## src/verilog/stepper_status_consts.vh

```
// Constants for the stepper status and current register bank
`ifndef STEPPER_STATUS_CONSTS_VH
`define STEPPER_STATUS_CONSTS_VH

// ---------------------------------------------------------------
// Register addresses
// ---------------------------------------------------------------
`define ADDR_W 5
`define ADDR_CURRENT_CTRL 5'h01
`define ADDR_LIVE_FAULT 5'h04
`define ADDR_PHASE_X_OVC 5'h05
`define ADDR_PHASE_Y_OVC_THERM 5'h06
`define ADDR_STEP_POSITION 5'h07

// ---------------------------------------------------------------
// Field positions
// ---------------------------------------------------------------
`define BIT_PARITY 7
`define BIT_THERMAL_WARNING 6
`define BIT_CHARGE_PUMP_FAIL 5
`define BIT_OPEN_COIL_X 3
`define BIT_OPEN_COIL_Y 2
`define BIT_OVC_POS_TOP 6
`define BIT_OVC_POS_BOTTOM 5
`define BIT_OVC_NEG_TOP 4
`define BIT_OVC_NEG_BOTTOM 3
`define BIT_THERMAL_SHUTDOWN 2
`define CUR_CODE_MSB 4
`define CUR_CODE_LSB 0
`define CUR_RANGE_MSB 4
`define CUR_RANGE_LSB 3

// ---------------------------------------------------------------
// Widths and reset values
// ---------------------------------------------------------------
`define REG_W 8
`define CUR_CODE_W 5
`define CURRENT_MA_W 11
`define MICROSTEP_W 7
`define STATUS_RESET 8'h00
`define CTRL_RESET 8'h00
`define MICROSTEP_RESET 7'h00
`define CURRENT_MA_RESET 11'h021

`endif

```

## src/verilog/stepper_status_and_current_regs.v

```verilog
// Status register bank and peak current control of a micro-stepping driver
`timescale 1ns/1ps
`include "stepper_status_consts.vh"

module stepper_status_and_current_regs (
  clk_sys,
  rst,
  cs_n,
  wr_strobe,
  wr_addr,
  wr_data,
  rd_strobe,
  rd_addr,
  rd_data_q,
  thermal_warning_in,
  charge_pump_low_in,
  open_coil_x_in,
  open_coil_y_in,
  ovc_x_pos_top_in,
  ovc_x_pos_bottom_in,
  ovc_x_neg_top_in,
  ovc_x_neg_bottom_in,
  ovc_y_pos_top_in,
  ovc_y_pos_bottom_in,
  ovc_y_neg_top_in,
  ovc_y_neg_bottom_in,
  thermal_shutdown_in,
  microstep_position,
  peak_current_code,
  coil_peak_current,
  current_range,
  range_drop
);
  input wire clk_sys;
  input wire rst;
  input wire cs_n;
  input wire wr_strobe;
  input wire [`ADDR_W-1:0] wr_addr;
  input wire [`REG_W-1:0] wr_data;
  input wire rd_strobe;
  input wire [`ADDR_W-1:0] rd_addr;
  output reg [`REG_W-1:0] rd_data_q;
  input wire thermal_warning_in;
  input wire charge_pump_low_in;
  input wire open_coil_x_in;
  input wire open_coil_y_in;
  input wire ovc_x_pos_top_in;
  input wire ovc_x_pos_bottom_in;
  input wire ovc_x_neg_top_in;
  input wire ovc_x_neg_bottom_in;
  input wire ovc_y_pos_top_in;
  input wire ovc_y_pos_bottom_in;
  input wire ovc_y_neg_top_in;
  input wire ovc_y_neg_bottom_in;
  input wire thermal_shutdown_in;
  input wire [`MICROSTEP_W-1:0] microstep_position;
  output wire [`CUR_CODE_W-1:0] peak_current_code;
  output reg [`CURRENT_MA_W-1:0] coil_peak_current;
  output wire [1:0] current_range;
  output reg range_drop;

  // ---------------------------------------------------------------
  // Peak current control register
  // ---------------------------------------------------------------
  reg [`REG_W-1:0] ctrl_q;
  reg [`REG_W-1:0] ctrl_d;
  reg [`CURRENT_MA_W-1:0] current_ma_d;
  reg range_drop_d;
  wire ctrl_wr;
  wire [`CUR_CODE_W-1:0] new_code;

  assign ctrl_wr = wr_strobe && (wr_addr == `ADDR_CURRENT_CTRL);
  assign new_code = wr_data[`CUR_CODE_MSB:`CUR_CODE_LSB];
  assign peak_current_code = ctrl_q[`CUR_CODE_MSB:`CUR_CODE_LSB];
  assign current_range = ctrl_q[`CUR_RANGE_MSB:`CUR_RANGE_LSB];

  // Writes to status addresses fall through here untouched
  always @* begin
    ctrl_d = ctrl_q;
    if (ctrl_wr) begin
      ctrl_d = wr_data;
    end
  end

  // Typical amplitude in mA for each code, rising with the code
  always @* begin
    case (ctrl_d[`CUR_CODE_MSB:`CUR_CODE_LSB])
      5'h00: current_ma_d = 11'd33;
      5'h01: current_ma_d = 11'd64;
      5'h02: current_ma_d = 11'd95;
      5'h03: current_ma_d = 11'd104;
      5'h04: current_ma_d = 11'd115;
      5'h05: current_ma_d = 11'd126;
      5'h06: current_ma_d = 11'd138;
      5'h07: current_ma_d = 11'd153;
      5'h08: current_ma_d = 11'd166;
      5'h09: current_ma_d = 11'd190;
      5'h0a: current_ma_d = 11'd205;
      5'h0b: current_ma_d = 11'd230;
      5'h0c: current_ma_d = 11'd250;
      5'h0d: current_ma_d = 11'd275;
      5'h0e: current_ma_d = 11'd300;
      5'h0f: current_ma_d = 11'd325;
      5'h10: current_ma_d = 11'd365;
      5'h11: current_ma_d = 11'd400;
      5'h12: current_ma_d = 11'd440;
      5'h13: current_ma_d = 11'd485;
      5'h14: current_ma_d = 11'd530;
      5'h15: current_ma_d = 11'd585;
      5'h16: current_ma_d = 11'd630;
      5'h17: current_ma_d = 11'd750;
      5'h18: current_ma_d = 11'd825;
      5'h19: current_ma_d = 11'd895;
      5'h1a: current_ma_d = 11'd975;
      5'h1b: current_ma_d = 11'd1065;
      5'h1c: current_ma_d = 11'd1155;
      5'h1d: current_ma_d = 11'd1245;
      5'h1e: current_ma_d = 11'd1365;
      5'h1f: current_ma_d = 11'd1480;
      default: current_ma_d = `CURRENT_MA_RESET;
    endcase
  end

  // One-cycle warning when a write moves the current into a lower range
  always @* begin
    range_drop_d = 1'b0;
    if (ctrl_wr && (new_code[`CUR_RANGE_MSB:`CUR_RANGE_LSB] < current_range)) begin
      range_drop_d = 1'b1;
    end
  end

  always @(posedge clk_sys or posedge rst) begin
    if (rst) begin
      ctrl_q <= `CTRL_RESET;
      coil_peak_current <= `CURRENT_MA_RESET;
      range_drop <= 1'b0;
    end else begin
      ctrl_q <= ctrl_d;
      coil_peak_current <= current_ma_d;
      range_drop <= range_drop_d;
    end
  end

  // ---------------------------------------------------------------
  // Sticky overcurrent and shutdown flags
  // ---------------------------------------------------------------
  reg [3:0] ovc_x_q;
  reg [3:0] ovc_y_q;
  reg tsd_q;
  reg [3:0] ovc_x_d;
  reg [3:0] ovc_y_d;
  reg tsd_d;
  wire [3:0] ovc_x_det;
  wire [3:0] ovc_y_det;
  wire clr_x;
  wire clr_y;
  wire [3:0] shown_x;
  wire [3:0] shown_y;
  wire shown_tsd;

  // Order: positive top, positive bottom, negative top, negative bottom
  assign ovc_x_det = {ovc_x_pos_top_in, ovc_x_pos_bottom_in, ovc_x_neg_top_in,
                      ovc_x_neg_bottom_in};
  assign ovc_y_det = {ovc_y_pos_top_in, ovc_y_pos_bottom_in, ovc_y_neg_top_in,
                      ovc_y_neg_bottom_in};
  assign clr_x = rd_strobe && (rd_addr == `ADDR_PHASE_X_OVC);
  assign clr_y = rd_strobe && (rd_addr == `ADDR_PHASE_Y_OVC_THERM);

  // A fault in the clearing cycle survives the clear
  // Only flags already in the read snapshot are cleared, so none is lost unseen
  always @* begin
    ovc_x_d = (ovc_x_q & ~(shown_x & {4{clr_x}})) | ovc_x_det;
    ovc_y_d = (ovc_y_q & ~(shown_y & {4{clr_y}})) | ovc_y_det;
    tsd_d = (tsd_q & ~(shown_tsd & clr_y)) | thermal_shutdown_in;
  end

  always @(posedge clk_sys or posedge rst) begin
    if (rst) begin
      ovc_x_q <= 4'h0;
      ovc_y_q <= 4'h0;
      tsd_q <= 1'b0;
    end else begin
      ovc_x_q <= ovc_x_d;
      ovc_y_q <= ovc_y_d;
      tsd_q <= tsd_d;
    end
  end

  // ---------------------------------------------------------------
  // Status register contents
  // ---------------------------------------------------------------
  reg [6:0] live_fault_bits;
  reg [6:0] phase_x_bits;
  reg [6:0] phase_y_bits;
  wire refresh;
  wire [`REG_W-1:0] live_fault_status;
  wire [`REG_W-1:0] phase_x_overcurrent_status;
  wire [`REG_W-1:0] phase_y_overcurrent_thermal_status;
  wire [`REG_W-1:0] step_position_status;

  // Snapshots follow the sources only while the master is deselected
  assign refresh = cs_n;

  // Flags the master sees when it reads a latched register
  assign shown_x = phase_x_overcurrent_status[`BIT_OVC_POS_TOP:`BIT_OVC_NEG_BOTTOM];
  assign shown_y = phase_y_overcurrent_thermal_status[`BIT_OVC_POS_TOP:`BIT_OVC_NEG_BOTTOM];
  assign shown_tsd = phase_y_overcurrent_thermal_status[`BIT_THERMAL_SHUTDOWN];

  always @* begin
    live_fault_bits = 7'h00;
    live_fault_bits[`BIT_THERMAL_WARNING] = thermal_warning_in;
    live_fault_bits[`BIT_CHARGE_PUMP_FAIL] = charge_pump_low_in;
    live_fault_bits[`BIT_OPEN_COIL_X] = open_coil_x_in;
    live_fault_bits[`BIT_OPEN_COIL_Y] = open_coil_y_in;
  end

  always @* begin
    phase_x_bits = 7'h00;
    phase_x_bits[`BIT_OVC_POS_TOP] = ovc_x_q[3];
    phase_x_bits[`BIT_OVC_POS_BOTTOM] = ovc_x_q[2];
    phase_x_bits[`BIT_OVC_NEG_TOP] = ovc_x_q[1];
    phase_x_bits[`BIT_OVC_NEG_BOTTOM] = ovc_x_q[0];
  end

  always @* begin
    phase_y_bits = 7'h00;
    phase_y_bits[`BIT_OVC_POS_TOP] = ovc_y_q[3];
    phase_y_bits[`BIT_OVC_POS_BOTTOM] = ovc_y_q[2];
    phase_y_bits[`BIT_OVC_NEG_TOP] = ovc_y_q[1];
    phase_y_bits[`BIT_OVC_NEG_BOTTOM] = ovc_y_q[0];
    phase_y_bits[`BIT_THERMAL_SHUTDOWN] = tsd_q;
  end

  status_parity_reg u_live_fault (
    .clk_sys(clk_sys),
    .rst(rst),
    .refresh(refresh),
    .data_in(live_fault_bits),
    .reg_q(live_fault_status)
  );

  status_parity_reg u_phase_x (
    .clk_sys(clk_sys),
    .rst(rst),
    .refresh(refresh),
    .data_in(phase_x_bits),
    .reg_q(phase_x_overcurrent_status)
  );

  status_parity_reg u_phase_y (
    .clk_sys(clk_sys),
    .rst(rst),
    .refresh(refresh),
    .data_in(phase_y_bits),
    .reg_q(phase_y_overcurrent_thermal_status)
  );

  status_parity_reg u_step_position (
    .clk_sys(clk_sys),
    .rst(rst),
    .refresh(refresh),
    .data_in(microstep_position),
    .reg_q(step_position_status)
  );

  // ---------------------------------------------------------------
  // Read-out
  // ---------------------------------------------------------------
  reg [`REG_W-1:0] rd_data_d;

  always @* begin
    rd_data_d = rd_data_q;
    if (rd_strobe) begin
      case (rd_addr)
        `ADDR_CURRENT_CTRL: rd_data_d = ctrl_q;
        `ADDR_LIVE_FAULT: rd_data_d = live_fault_status;
        `ADDR_PHASE_X_OVC: rd_data_d = phase_x_overcurrent_status;
        `ADDR_PHASE_Y_OVC_THERM: rd_data_d = phase_y_overcurrent_thermal_status;
        `ADDR_STEP_POSITION: rd_data_d = step_position_status;
        default: rd_data_d = 8'h00;
      endcase
    end
  end

  always @(posedge clk_sys or posedge rst) begin
    if (rst) begin
      rd_data_q <= `STATUS_RESET;
    end else begin
      rd_data_q <= rd_data_d;
    end
  end
endmodule // stepper_status_and_current_regs

```

## src/verilog/status_parity_reg.v

```verilog
// One status register: snapshot of seven data bits plus even parity bit
`timescale 1ns/1ps
`include "stepper_status_consts.vh"

module status_parity_reg (
  clk_sys,
  rst,
  refresh,
  data_in,
  reg_q
);
  input wire clk_sys;
  input wire rst;
  input wire refresh;
  input wire [6:0] data_in;
  output reg [7:0] reg_q;

  wire [7:0] reg_d;

  // Bit 7 makes the count of ones over all eight bits even
  assign reg_d = refresh ? {^data_in, data_in} : reg_q;

  always @(posedge clk_sys or posedge rst) begin
    if (rst) begin
      reg_q <= `STATUS_RESET;
    end else begin
      reg_q <= reg_d;
    end
  end
endmodule // status_parity_reg

```

## config.mk

```make
export PLATFORM = sky130hd
export DESIGN_NAME = stepper_status_and_current_regs
export DESIGN_NICKNAME = d
export VERILOG_FILES = /design/src/verilog/stepper_status_and_current_regs.v /design/src/verilog/status_parity_reg.v
export VERILOG_INCLUDE_DIRS = /design/src /design/src/verilog
export SDC_FILE = /design/constraint.sdc
export NUM_CORES = 1
export LEC_CHECK = 0
export BUFFER_PORTS_ARGS = -buffer_cell sky130_fd_sc_hd__buf_2
export CAP_MARGIN = 20
export CORE_ASPECT_RATIO = 0.75
export CORE_MARGIN = 1.5
export CORE_UTILIZATION = 60
export CTS_BUF_LIST = sky130_fd_sc_hd__clkbuf_2 sky130_fd_sc_hd__clkbuf_4 sky130_fd_sc_hd__clkbuf_8
export CTS_CLUSTER_DIAMETER = 120
export DETAILED_ROUTE_END_ITERATION = 7
export PLACE_DENSITY = 0.95
export SYNTH_ARGS = -nofsm -noshare
export SYNTH_HDL_FRONTEND = slang
export SYNTH_HIERARCHICAL = 1
export SYNTH_SLANG_ARGS = --single-unit
```

## constraint.sdc

```tcl
create_clock -name clk_sys -period 3.65 [get_ports clk_sys]
set_input_delay 0.73 -clock clk_sys [delete_from_list [all_inputs] [get_ports clk_sys]]
set_output_delay 0.73 -clock clk_sys [all_outputs]
set_load 0.02 [all_outputs]
```

# [After elaboration in Yosys (flattened, before gate mapping)]
# Memories as Yosys holds them, arrays and structs flattened. A register that Yosys moved wholly into a read port is not among the register bits.
# Index checks and enable logic that the tools add are counted.
[op_classes] magnitude_cmp=1 n_reduce_logical=8 muxes=3 bitwise_logic=12 eq_ne=6
[ops] cell="$pmux 8 s5" n=1
[ops] cell="$reduce_xor 7->1" n=4
[ops] cell="$eq 5x3->1 const B" n=4
[ops] cell="$and 4x4->4" n=4
[ops] cell="$eq 5x1->1 const B" n=2
[ops] cell="$not 4->4" n=2
[ops] cell="$or 4x4->4" n=2
[ops] cell="$mux 5" n=1
[ops] cell="$logic_and 1x1->1" n=4
[ops] cell="$and 1x1->1" n=2
[ops] cell="$lt 2x2->1" n=1
[ops] cell="$mux 1" n=1
[ops] cell="$not 1->1" n=1
[ops] cell="$or 1x1->1" n=1
[totals] register_bits=50 romBits=352 wordCells=42 memories=1 in_bits=43 output_inout_bits=27
[mem_list] name="(no name shown)" depth=32 width=11 read_ports=1 rd_clocked_by_memory_dff=1 wr=0 line="stepper_status_and_current_regs.v:87" rtl="case (ctrl_d[`CUR_CODE_MSB:`CUR_CODE_LSB])"

# [Longest topological paths before layout]
# Gate-level depths: netlist (run 1).
[depth] depth_word=6 ltp_mapped=10 depth_no_buf=9

# [Hierarchy]
# The synthesis (run 1) kept the hierarchy.
[by_module_without_submodules] mod="stepper_status_and_current_regs" area_per_inst_um2=2700.1 n_inst=1 cells_per_inst=300 seq_area_each_um2=928.4
[by_module_without_submodules] mod="status_parity_reg" area_per_inst_um2=379.1 n_inst=4 cells_per_inst=22 seq_area_each_um2=200.2

# [Worst setup path after synthesis (run 1)]
# No wires, ideal clock.
[synth_path] path_kind="input port to flip-flop" startpoint="input port wr_addr[1]" endpoint="register coil_peak_current[6]" path_buffers=1 slack_ns=0.931 setup_time_ns=0.130 t_required_ns=3.520 path_stages=10 t_arrival_ns=2.589 path_cell_list="nor4b_2 > nand2_1 > mux2_2 > inv_1 > ha_1 > buf_1 > a21oi_1 > a211o_1 > a211oi_1 > a211oi_1"
[synth_via] elab_chain_cells=3
[synth_rtl] element="start, declared" line="stepper_status_and_current_regs.v:38" rtl="input wire [`ADDR_W-1:0] wr_addr;"
[synth_rtl] element="$eq 5x1->1 (no source line)"
[synth_rtl] element="$logic_and 1x1->1" line="stepper_status_and_current_regs.v:72" rtl="assign ctrl_wr = wr_strobe && (wr_addr == `ADDR_CURRENT_CTRL);"
[synth_rtl] element="$mux 5" line="stepper_status_and_current_regs.v:80" rtl="if (ctrl_wr) begin"
[synth_rtl] element="end, declared" line="stepper_status_and_current_regs.v:58" rtl="output reg [`CURRENT_MA_W-1:0] coil_peak_current;"
# Every way passes these cells.
# A chain may end at the register's enable or synchronous reset.

# [Worst setup path after layout (run 1)]
# Same ends and word-level chain as after synthesis.

==> results of run 1 <==
-- cell usage in the layout (no fill, tap or decap), drive strengths merged, types with 4 or more instances in the layout --
| master | instances |
|---|---|
| nor3 | 13 |
| mux2i | 4 |
| mux2 | 36 |
| nor2 | 11 |
| buf | 75 |
| conb | 16 |
| dfrtp | 67 |
| o21ai | 17 |
| a222oi | 8 |
| nand3 | 17 |
| a22oi | 9 |
| clkbuf | 11 |
| a21o | 22 |
| or3 | 5 |
| a211oi | 8 |
| xnor3 | 8 |
| nor4 | 4 |
| nand2 | 16 |
| inv | 30 |
| ha | 9 |
| a21oi | 14 |
| xnor2 | 8 |
-- metal layers --
metal / wire [um] / vias up
met4: 199 / 0
met2: 5080 / 246
li1: - / 1567
met3: 1330 / 29
met5: 0 / -
met1: 4730 / 1738
-- logic make-up after synthesis --
| family | after synthesis |
|---|---|
| AOI/OAI and AO/OA | 110 |
| xor gates and xnor gates | 16 |
| adders and majority gates | 9 |
| buffers and inverters | 61 |
| DFF | 69 |
| muxes | 40 |
| other | 1 |
| and+or+nand+nor | 82 |
-- state kept, by name, indices dropped and copies added, names as in the netlist --
signal                 count
u_live_fault/reg_q         8
u_phase_y/reg_q            8
ctrl_q                     8
tsd_q                      1
coil_peak_current         11
u_phase_x/reg_q            8
ovc_y_q                    4
rd_data_q                  8
u_step_position/reg_q      8
ovc_x_q                    4
range_drop                 1
-- power groups by stage --
stage	Combinational, mW	Clock (mW)	Sequential, mW
after CTS	0.755	0.786	0.969
after floorplan	0.507	0	1.01
after global placement	0.736	0	0.978
after global routing	0.826	0.823	0.983
after detailed placement	0.749	0	0.982
final	0.774	0.781	0.973
-- cells in the mapped netlist (3+ instances only) --
library cell,count,share of area [%]
sky130_fd_sc_hd__mux2i_1,4,0.95
sky130_fd_sc_hd__a32oi_1,3,0.62
sky130_fd_sc_hd__a21oi_1,11,1.3
sky130_fd_sc_hd__a21oi_2,3,0.62
sky130_fd_sc_hd__a222oi_1,8,1.9
sky130_fd_sc_hd__nor2b_1,3,0.45
sky130_fd_sc_hd__clkbuf_1,14,1.2
sky130_fd_sc_hd__nand3_1,17,2.0
sky130_fd_sc_hd__ha_1,9,2.7
sky130_fd_sc_hd__xnor3_1,8,4.3
sky130_fd_sc_hd__xnor2_2,8,3.1
sky130_fd_sc_hd__inv_1,27,2.4
sky130_fd_sc_hd__dfrtp_1,67,40
sky130_fd_sc_hd__buf_4,8,1.4
sky130_fd_sc_hd__nand2_1,16,1.4
sky130_fd_sc_hd__o21ai_0,15,1.8
sky130_fd_sc_hd__a22oi_1,9,1.6
sky130_fd_sc_hd__a21o_1,22,3.9
sky130_fd_sc_hd__nor4_1,4,0.59
sky130_fd_sc_hd__mux2_4,4,1.4
sky130_fd_sc_hd__or3_1,5,0.74
sky130_fd_sc_hd__a211oi_1,8,1.4
sky130_fd_sc_hd__nor2_1,9,0.80
sky130_fd_sc_hd__nor3_1,10,1.2
sky130_fd_sc_hd__and3_1,3,0.45
sky130_fd_sc_hd__buf_2,6,0.71
sky130_fd_sc_hd__a211o_1,3,0.62
sky130_fd_sc_hd__nand4_1,3,0.45
sky130_fd_sc_hd__o211ai_1,3,0.53
sky130_fd_sc_hd__mux2_2,32,8.5
-- how the worst max path moves through the flow --
stage	from	to	depth (start not counted)
after detailed placement	wr_addr[1]	coil_peak_current[6]	9
after floorplan	wr_addr[1]	coil_peak_current[6]	10
final	wr_addr[1]	coil_peak_current[6]	9
after CTS	wr_addr[1]	coil_peak_current[6]	9
after global placement	wr_addr[1]	coil_peak_current[5]	8
after global routing	wr_addr[1]	coil_peak_current[4]	9
-- worst max-delay path, stage by stage --
cell and delay, ns:
sky130_fd_sc_hd__buf_2 0.11, sky130_fd_sc_hd__or4b_1 0.82, sky130_fd_sc_hd__nor3_2 0.28, sky130_fd_sc_hd__a21oi_2 0.10
sky130_fd_sc_hd__ha_1 0.35, sky130_fd_sc_hd__a211oi_1 0.33, sky130_fd_sc_hd__a211o_1 0.14, sky130_fd_sc_hd__a211oi_1 0.07
sky130_fd_sc_hd__a211oi_1 0.24
-- final cells by class --
class | instances | area share, %
multi-input combinational | 273 | 46.6
sequential | 69 | 35.6
timing repair buffer | 75 | 8.04
clock buffer | 11 | 2.99
inverter | 30 | 2.47
clock inverter | 5 | 2.19
tap | 84 | 2.16
==> impl_metrics.sql, run 1 <==
INSERT INTO impl_metrics (metric_group, metric, value, unit) VALUES
('cts', 'cts-htree-levels', '3', ''),
('place', 'place.port_buffers', '69', ''),
('route', 'drt_pass1_iterations', '5', ''),
('grt', 'global_route.usage.total', '31.9', '%'),
('synthesis', 'synth-warning-count', '6', ''),
('place', 'numPlacedInstances', '531', ''),
('place', 'post_dp_cell_area', '4610', 'um^2'),
('synthesis', 'synth_cell_types', '65', ''),
('synthesis', 'synth_edf_count', '0', ''),
('grt', 'grt_busiest_layer', 'met2', ''),
('route', 'routed_wl', '11300', 'um'),
('final_layout', 'finalNonFillerCells', '547', ''),
('floorplan', 'die_y', '75.6', 'um'),
('floorplan', 'number_of_top_level_pins', '70', ''),
('worst_setup_path', 'critPathRequiredTime', '3.90', 'ns'),
('synthesis', 'synth_compound_area_share', '20.0', '%'),
('route', 'detail_route.vias_per_cell', '6.54', ''),
('floorplan', 'die_width', '99.8', 'um'),
('floorplan', 'initial_core_util', '62.0', '%'),
('pwr', 'leakagePower', '2.20', 'nW'),
('synthesis', 'synth-simple-area-share', '11.3', '%'),
('sta', 'finalWorstPathRequiredPeriod', '2.94', 'ns'),
('pwr', 'power-per-cell-area', '520', 'nW/um^2'),
('cts', 'skew_pair_late_insertion_delay', '0.35', 'ns'),
('sta', 'final-hold-violation-count', '0', ''),
('sta', 'setup_repair_after_global_routing_missed_its_margin', 'false', ''),
('pwr', 'fin_total_pwr', '2.53', 'mW'),
('worst_setup_path', 'cp.arrival', '3.19', 'ns'),
('final_layout', 'fillerInstances', '475', ''),
('sta', 'worst_hold_slack_after_final_layout', '0.312', 'ns'),
('cts', 'cts-root-buf', 'sky130_fd_sc_hd__clkbuf_8', ''),
('grt', 'maximum_number_of_pins_on_one_net_before_global_route_repair', '34', ''),
('worst_setup_path', 'reg2reg_to', 'coil_peak_current[6]', ''),
('floorplan', 'core_area', '6800', 'um^2'),
('synthesis', 'yosys_most_used_dff', 'sky130_fd_sc_hd__dfrtp_1', ''),
('sta', 'final-setup-viol-count', '0', ''),
('synthesis', 'combinational_family_with_the_most_area_after_synthesis', 'compound AO/OA/AOI/OAI gates', ''),
('synthesis', 'post_synth_instance_area', '4220', 'um^2'),
('cts', 'cts.repair.resized', '0', ''),
('final_layout', 'syn2layout_area_growth', '15.2', '%'),
('cts', 'cts_hold_buffers', '0', ''),
('route', 'num_vias', '3580', ''),
('job', 'max_capacitance_violation_count', '0', ''),
('grt', 'gr-total-overflow', '0', ''),
('synthesis', 'post_synth_inst_count', '388', ''),
('sta', 'finClkSkew', '0.00737', 'ns'),
('worst_setup_path', 'end_kind', 'register', ''),
('cts', 'cts_num_sinks', '69', ''),
('worst_setup_path', 'worst-setup-path-type', 'in2reg', ''),
('route', 'detail_route.iter0.violations', '477', ''),
('pwr', 'irDropWorstVdd', '306', 'uV'),
('synthesis', 'postSynthRegisterBits', '69', ''),
('sta', 'slew_violations', '0', ''),
('pwr', 'power.share.sequential', '38.5', '%'),
('cts', 'clk_pin_slew', '0.08', 'ns'),
('final_layout', 'finish.utilization', '71.5', '%'),
('grt', 'grt_pass1_vias', '3452', ''),
('status', 'run_status', 'completed', ''),
('sta', 'maxSlewHeadroom', '37.8', '%'),
('final_layout', 'layout_cell_share_with_drive_strength_beyond_1', '33.3', '%'),
('worst_setup_path', 'worst_r2r_path_depth', '7', ''),
('sta', 'max_freq', '340', 'MHz'),
('final_layout', 'area.sequential', '1730', 'um^2'),
('cts', 'cts_inserted_buffers', '9', ''),
('cts', 'post_cts.repair.setup_buffers', '0', ''),
('sta', 'timing.setup.tns', '0', 'ns'),
('grt', 'grtUsageMet3', '9.72', '%'),
('sta', 'finalCritPeriodShare', '80.6', '%'),
('cts', 'number_of_buffers_between_clock_root_and_the_deepest_sink', '2', ''),
('floorplan', 'core.rowCount', '26', ''),
('worst_setup_path', 'path_max_fanout', '10', '');
(Power assumes the default switching activity.)
==> run 2, diff against run 1 <==
CORE_UTILIZATION = 53   (was 60)
PLACE_DENSITY = 0.9   (was 0.95)
clock period = 2.7 ns   (was 3.65 ns; I/O delays follow)
==> impl_metrics.sql, run 2 (synthesized netlist as in run 1, its figures left out) <==
INSERT INTO impl_metrics (metric_group, metric, value, unit) VALUES
('grt', 'grt_pass1_vias', '3417', ''),
('cts', 'cts-htree-levels', '3', ''),
('final_layout', 'antennaDiodeCount', '0', ''),
('sta', 'finClkSkew', '0.00792', 'ns'),
('grt', 'antenna_found_initial', '0', ''),
('route', 'detail_route.wl_per_cell', '18.9', 'um'),
('worst_setup_path', 'critical_path.endpoint', 'coil_peak_current[6]', ''),
('pwr', 'leakagePower', '2.25', 'nW'),
('floorplan', 'die_area', '8510', 'um^2'),
('floorplan', 'die_y', '80.2', 'um'),
('sta', 'finalWorstPathRequiredPeriod', '2.47', 'ns'),
('place', 'numPlacedInstances', '560', ''),
('sta', 'worst-slew-pin-transition', '0.787', 'ns'),
('final_layout', 'layout_cell_share_with_drive_strength_beyond_1', '34.9', '%'),
('status', 'run_status', 'completed', ''),
('worst_setup_path', 'worst-setup-path-type', 'in2reg', ''),
('grt', 'grt_first_pass_wirelength', '17500', 'um'),
('final_layout', 'mostFrequentLayoutCells', 'sky130_fd_sc_hd__buf_2 (69), sky130_fd_sc_hd__dfrtp_1 (67), sky130_fd_sc_hd__mux2_2 (32), sky130_fd_sc_hd__inv_1 (27), sky130_fd_sc_hd__a21o_1 (22)', ''),
('pwr', 'irDropWorstVdd', '483', 'uV'),
('min_path', 'timing.hold.worst.class', 'in2async', ''),
('cts', 'post_cts.repair.setup_buffers', '0', ''),
('route', 'drt_pass1_iterations', '6', ''),
('place', 'place.port_buffers', '69', ''),
('route', 'num_vias', '3531', ''),
('worst_setup_path', 'startpoint', 'wr_addr[1]', ''),
('grt', 'gr-total-overflow', '0', ''),
('worst_setup_path', 'worst_r2r_path_depth', '6', ''),
('floorplan', 'core_area', '7530', 'um^2'),
('floorplan', 'core.rowCount', '27', ''),
('cts', 'cts_hold_buffers', '0', ''),
('place', 'gp_routability_congestion', '1.02', ''),
('sta', 'final-hold-violation-count', '0', ''),
('cts', 'number_of_buffers_between_clock_root_and_the_deepest_sink', '2', ''),
('pwr', 'fin_total_pwr', '3.31', 'mW'),
('sta', 'worst_hold_slack_after_final_layout', '0.129', 'ns'),
('floorplan', 'initial_core_util', '56.0', '%'),
('final_layout', 'nNetsFinal', '522', ''),
('cts', 'cts_tree', 'yes', ''),
('sta', 'maxSlewHeadroom', '47.6', '%'),
('final_layout', 'syn2layout_area_growth', '17.1', '%'),
('route', 'detail_route.vias_per_cell', '6.13', ''),
('worst_setup_path', 'start_kind', 'primary input', ''),
('sta', 'slew_violations', '0', ''),
('sta', 'final-setup-viol-count', '0', ''),
('route', 'detail_route.iter0.violations', '438', ''),
('sta', 'max_freq', '404', 'MHz'),
('cts', 'skew_pair_late_insertion_delay', '0.35', 'ns'),
('grt', 'global_route.usage.total', '27.2', '%'),
('grt', 'maximum_number_of_pins_on_one_net_before_global_route_repair', '34', ''),
('final_layout', 'finalNonFillerCells', '576', ''),
('final_layout', 'finalInstanceArea', '4940', 'um^2'),
('cts', 'cts-root-buf', 'sky130_fd_sc_hd__clkbuf_8', ''),
('worst_setup_path', 'cp.arrival', '2.73', 'ns'),
('final_layout', 'commonest_non_fill_non_tap_cell_in_the_layout', 'sky130_fd_sc_hd__buf_2', ''),
('final_layout', 'area.sequential', '1730', 'um^2'),
('worst_setup_path', 'end_kind', 'register', ''),
('final_layout', 'finish.utilization', '65.5', '%'),
('sta', 'setup_repair_after_global_routing_missed_its_margin', 'false', ''),
('worst_setup_path', 'reg2reg_to', 'coil_peak_current[6]', ''),
('worst_setup_path', 'critical_path.reg2reg.startpoint', 'ctrl_q[1]', ''),
('job', 'max_capacitance_violation_count', '0', ''),
('sta', 'finalCritPeriodShare', '91.6', '%'),
('worst_setup_path', 'ff2ff_setup_slack', '0.56', 'ns'),
('cts', 'clk_pin_slew', '0.08', 'ns'),
('final_layout', 'largest_register_ff_count', '11', ''),
('route', 'dr_drc_count', '0', ''),
('place', 'post_dp_cell_area', '4720', 'um^2'),
('final_layout', 'top_register', 'coil_peak_current', ''),
('cts', 'cts.repair.resized', '0', ''),
('cts', 'cts_num_sinks', '69', ''),
('pwr', 'power-per-cell-area', '671', 'nW/um^2'),
('route', 'antenna_violating_nets_post_route', '0', ''),
('place', 'post-dp-hpwl', '7930', 'um'),
('floorplan', 'number_of_top_level_pins', '70', ''),
('worst_setup_path', 'critPathRequiredTime', '2.95', 'ns'),
('final_layout', 'fillerInstances', '583', ''),
('worst_setup_path', 'path_max_fanout', '6', ''),
('final_layout', 'multi_input_comb_area', '2260', 'um^2'),
('floorplan', 'die_width', '106', 'um'),
('cts', 'cts_inserted_buffers', '9', ''),
('route', 'routed_wl', '10900', 'um');
## run 2: cell count changes in the layout (fill, tap and decap cells not counted), sizes merged
| cell | delta |
|---|---|
| buf | +12 |
| clkinv | +3 |
| clkinvlp | -1 |
| clkbuf | -1 |
| bufinv | -1 |
## run 2: how the worst min path moves through the flow
stage,endpoint
CTS,ovc_x_q[0]
global placement,ctrl_q[5]
detailed placement,ovc_x_q[3]
global route,ovc_x_q[1]
floorplan,u_live_fault/reg_q[0]
finish,ovc_x_q[0]
## run 2: final cells by class
class	count	share of cell area, %
inverter	30	2.43
multi-input combinational	273	45.8
timing repair buffer	87	9.73
clock inverter	6	1.77
clock buffer	10	2.66
sequential	69	35.0
tap	101	2.56
## run 2: worst max-delay path: stages
cell	delay [ns]
sky130_fd_sc_hd__buf_2	0.11
sky130_fd_sc_hd__or4b_1	0.57
sky130_fd_sc_hd__nor3_2	0.29
sky130_fd_sc_hd__a21oi_2	0.12
sky130_fd_sc_hd__ha_1	0.32
sky130_fd_sc_hd__a211oi_1	0.29
sky130_fd_sc_hd__a211o_1	0.15
sky130_fd_sc_hd__a211oi_1	0.08
sky130_fd_sc_hd__a211oi_1	0.25
## run 2: layer usage
metal | part of all wire (%) | global-route usage, % | wire [um]
met1 | 42 | 36.2 | 4610
met2 | 45 | 41.7 | 4890
met3 | 11 | 8.69 | 1170
met4 | 1.7 | 9.59 | 181
met5 | 0 | 0 | 0
## run 2: power by group
group | total, mW | switching (mW) | internal [mW]
clock network | 0.926 | 0.394 | 0.532
registers | 1.29 | 0.107 | 1.19
logic | 1.09 | 0.642 | 0.449
## run 2: metrics by stage
step / setup TNS [ns] / worst slack, ns
2_1_floorplan: 0 / 0.171
3_3_place_gp: 0 / 0.146
3_5_place_dp: -0.0136 / -0.0136
4_1_cts: 0 / 0.356
5_1_grt: 0 / 0.162
6_report: 0 / 0.227
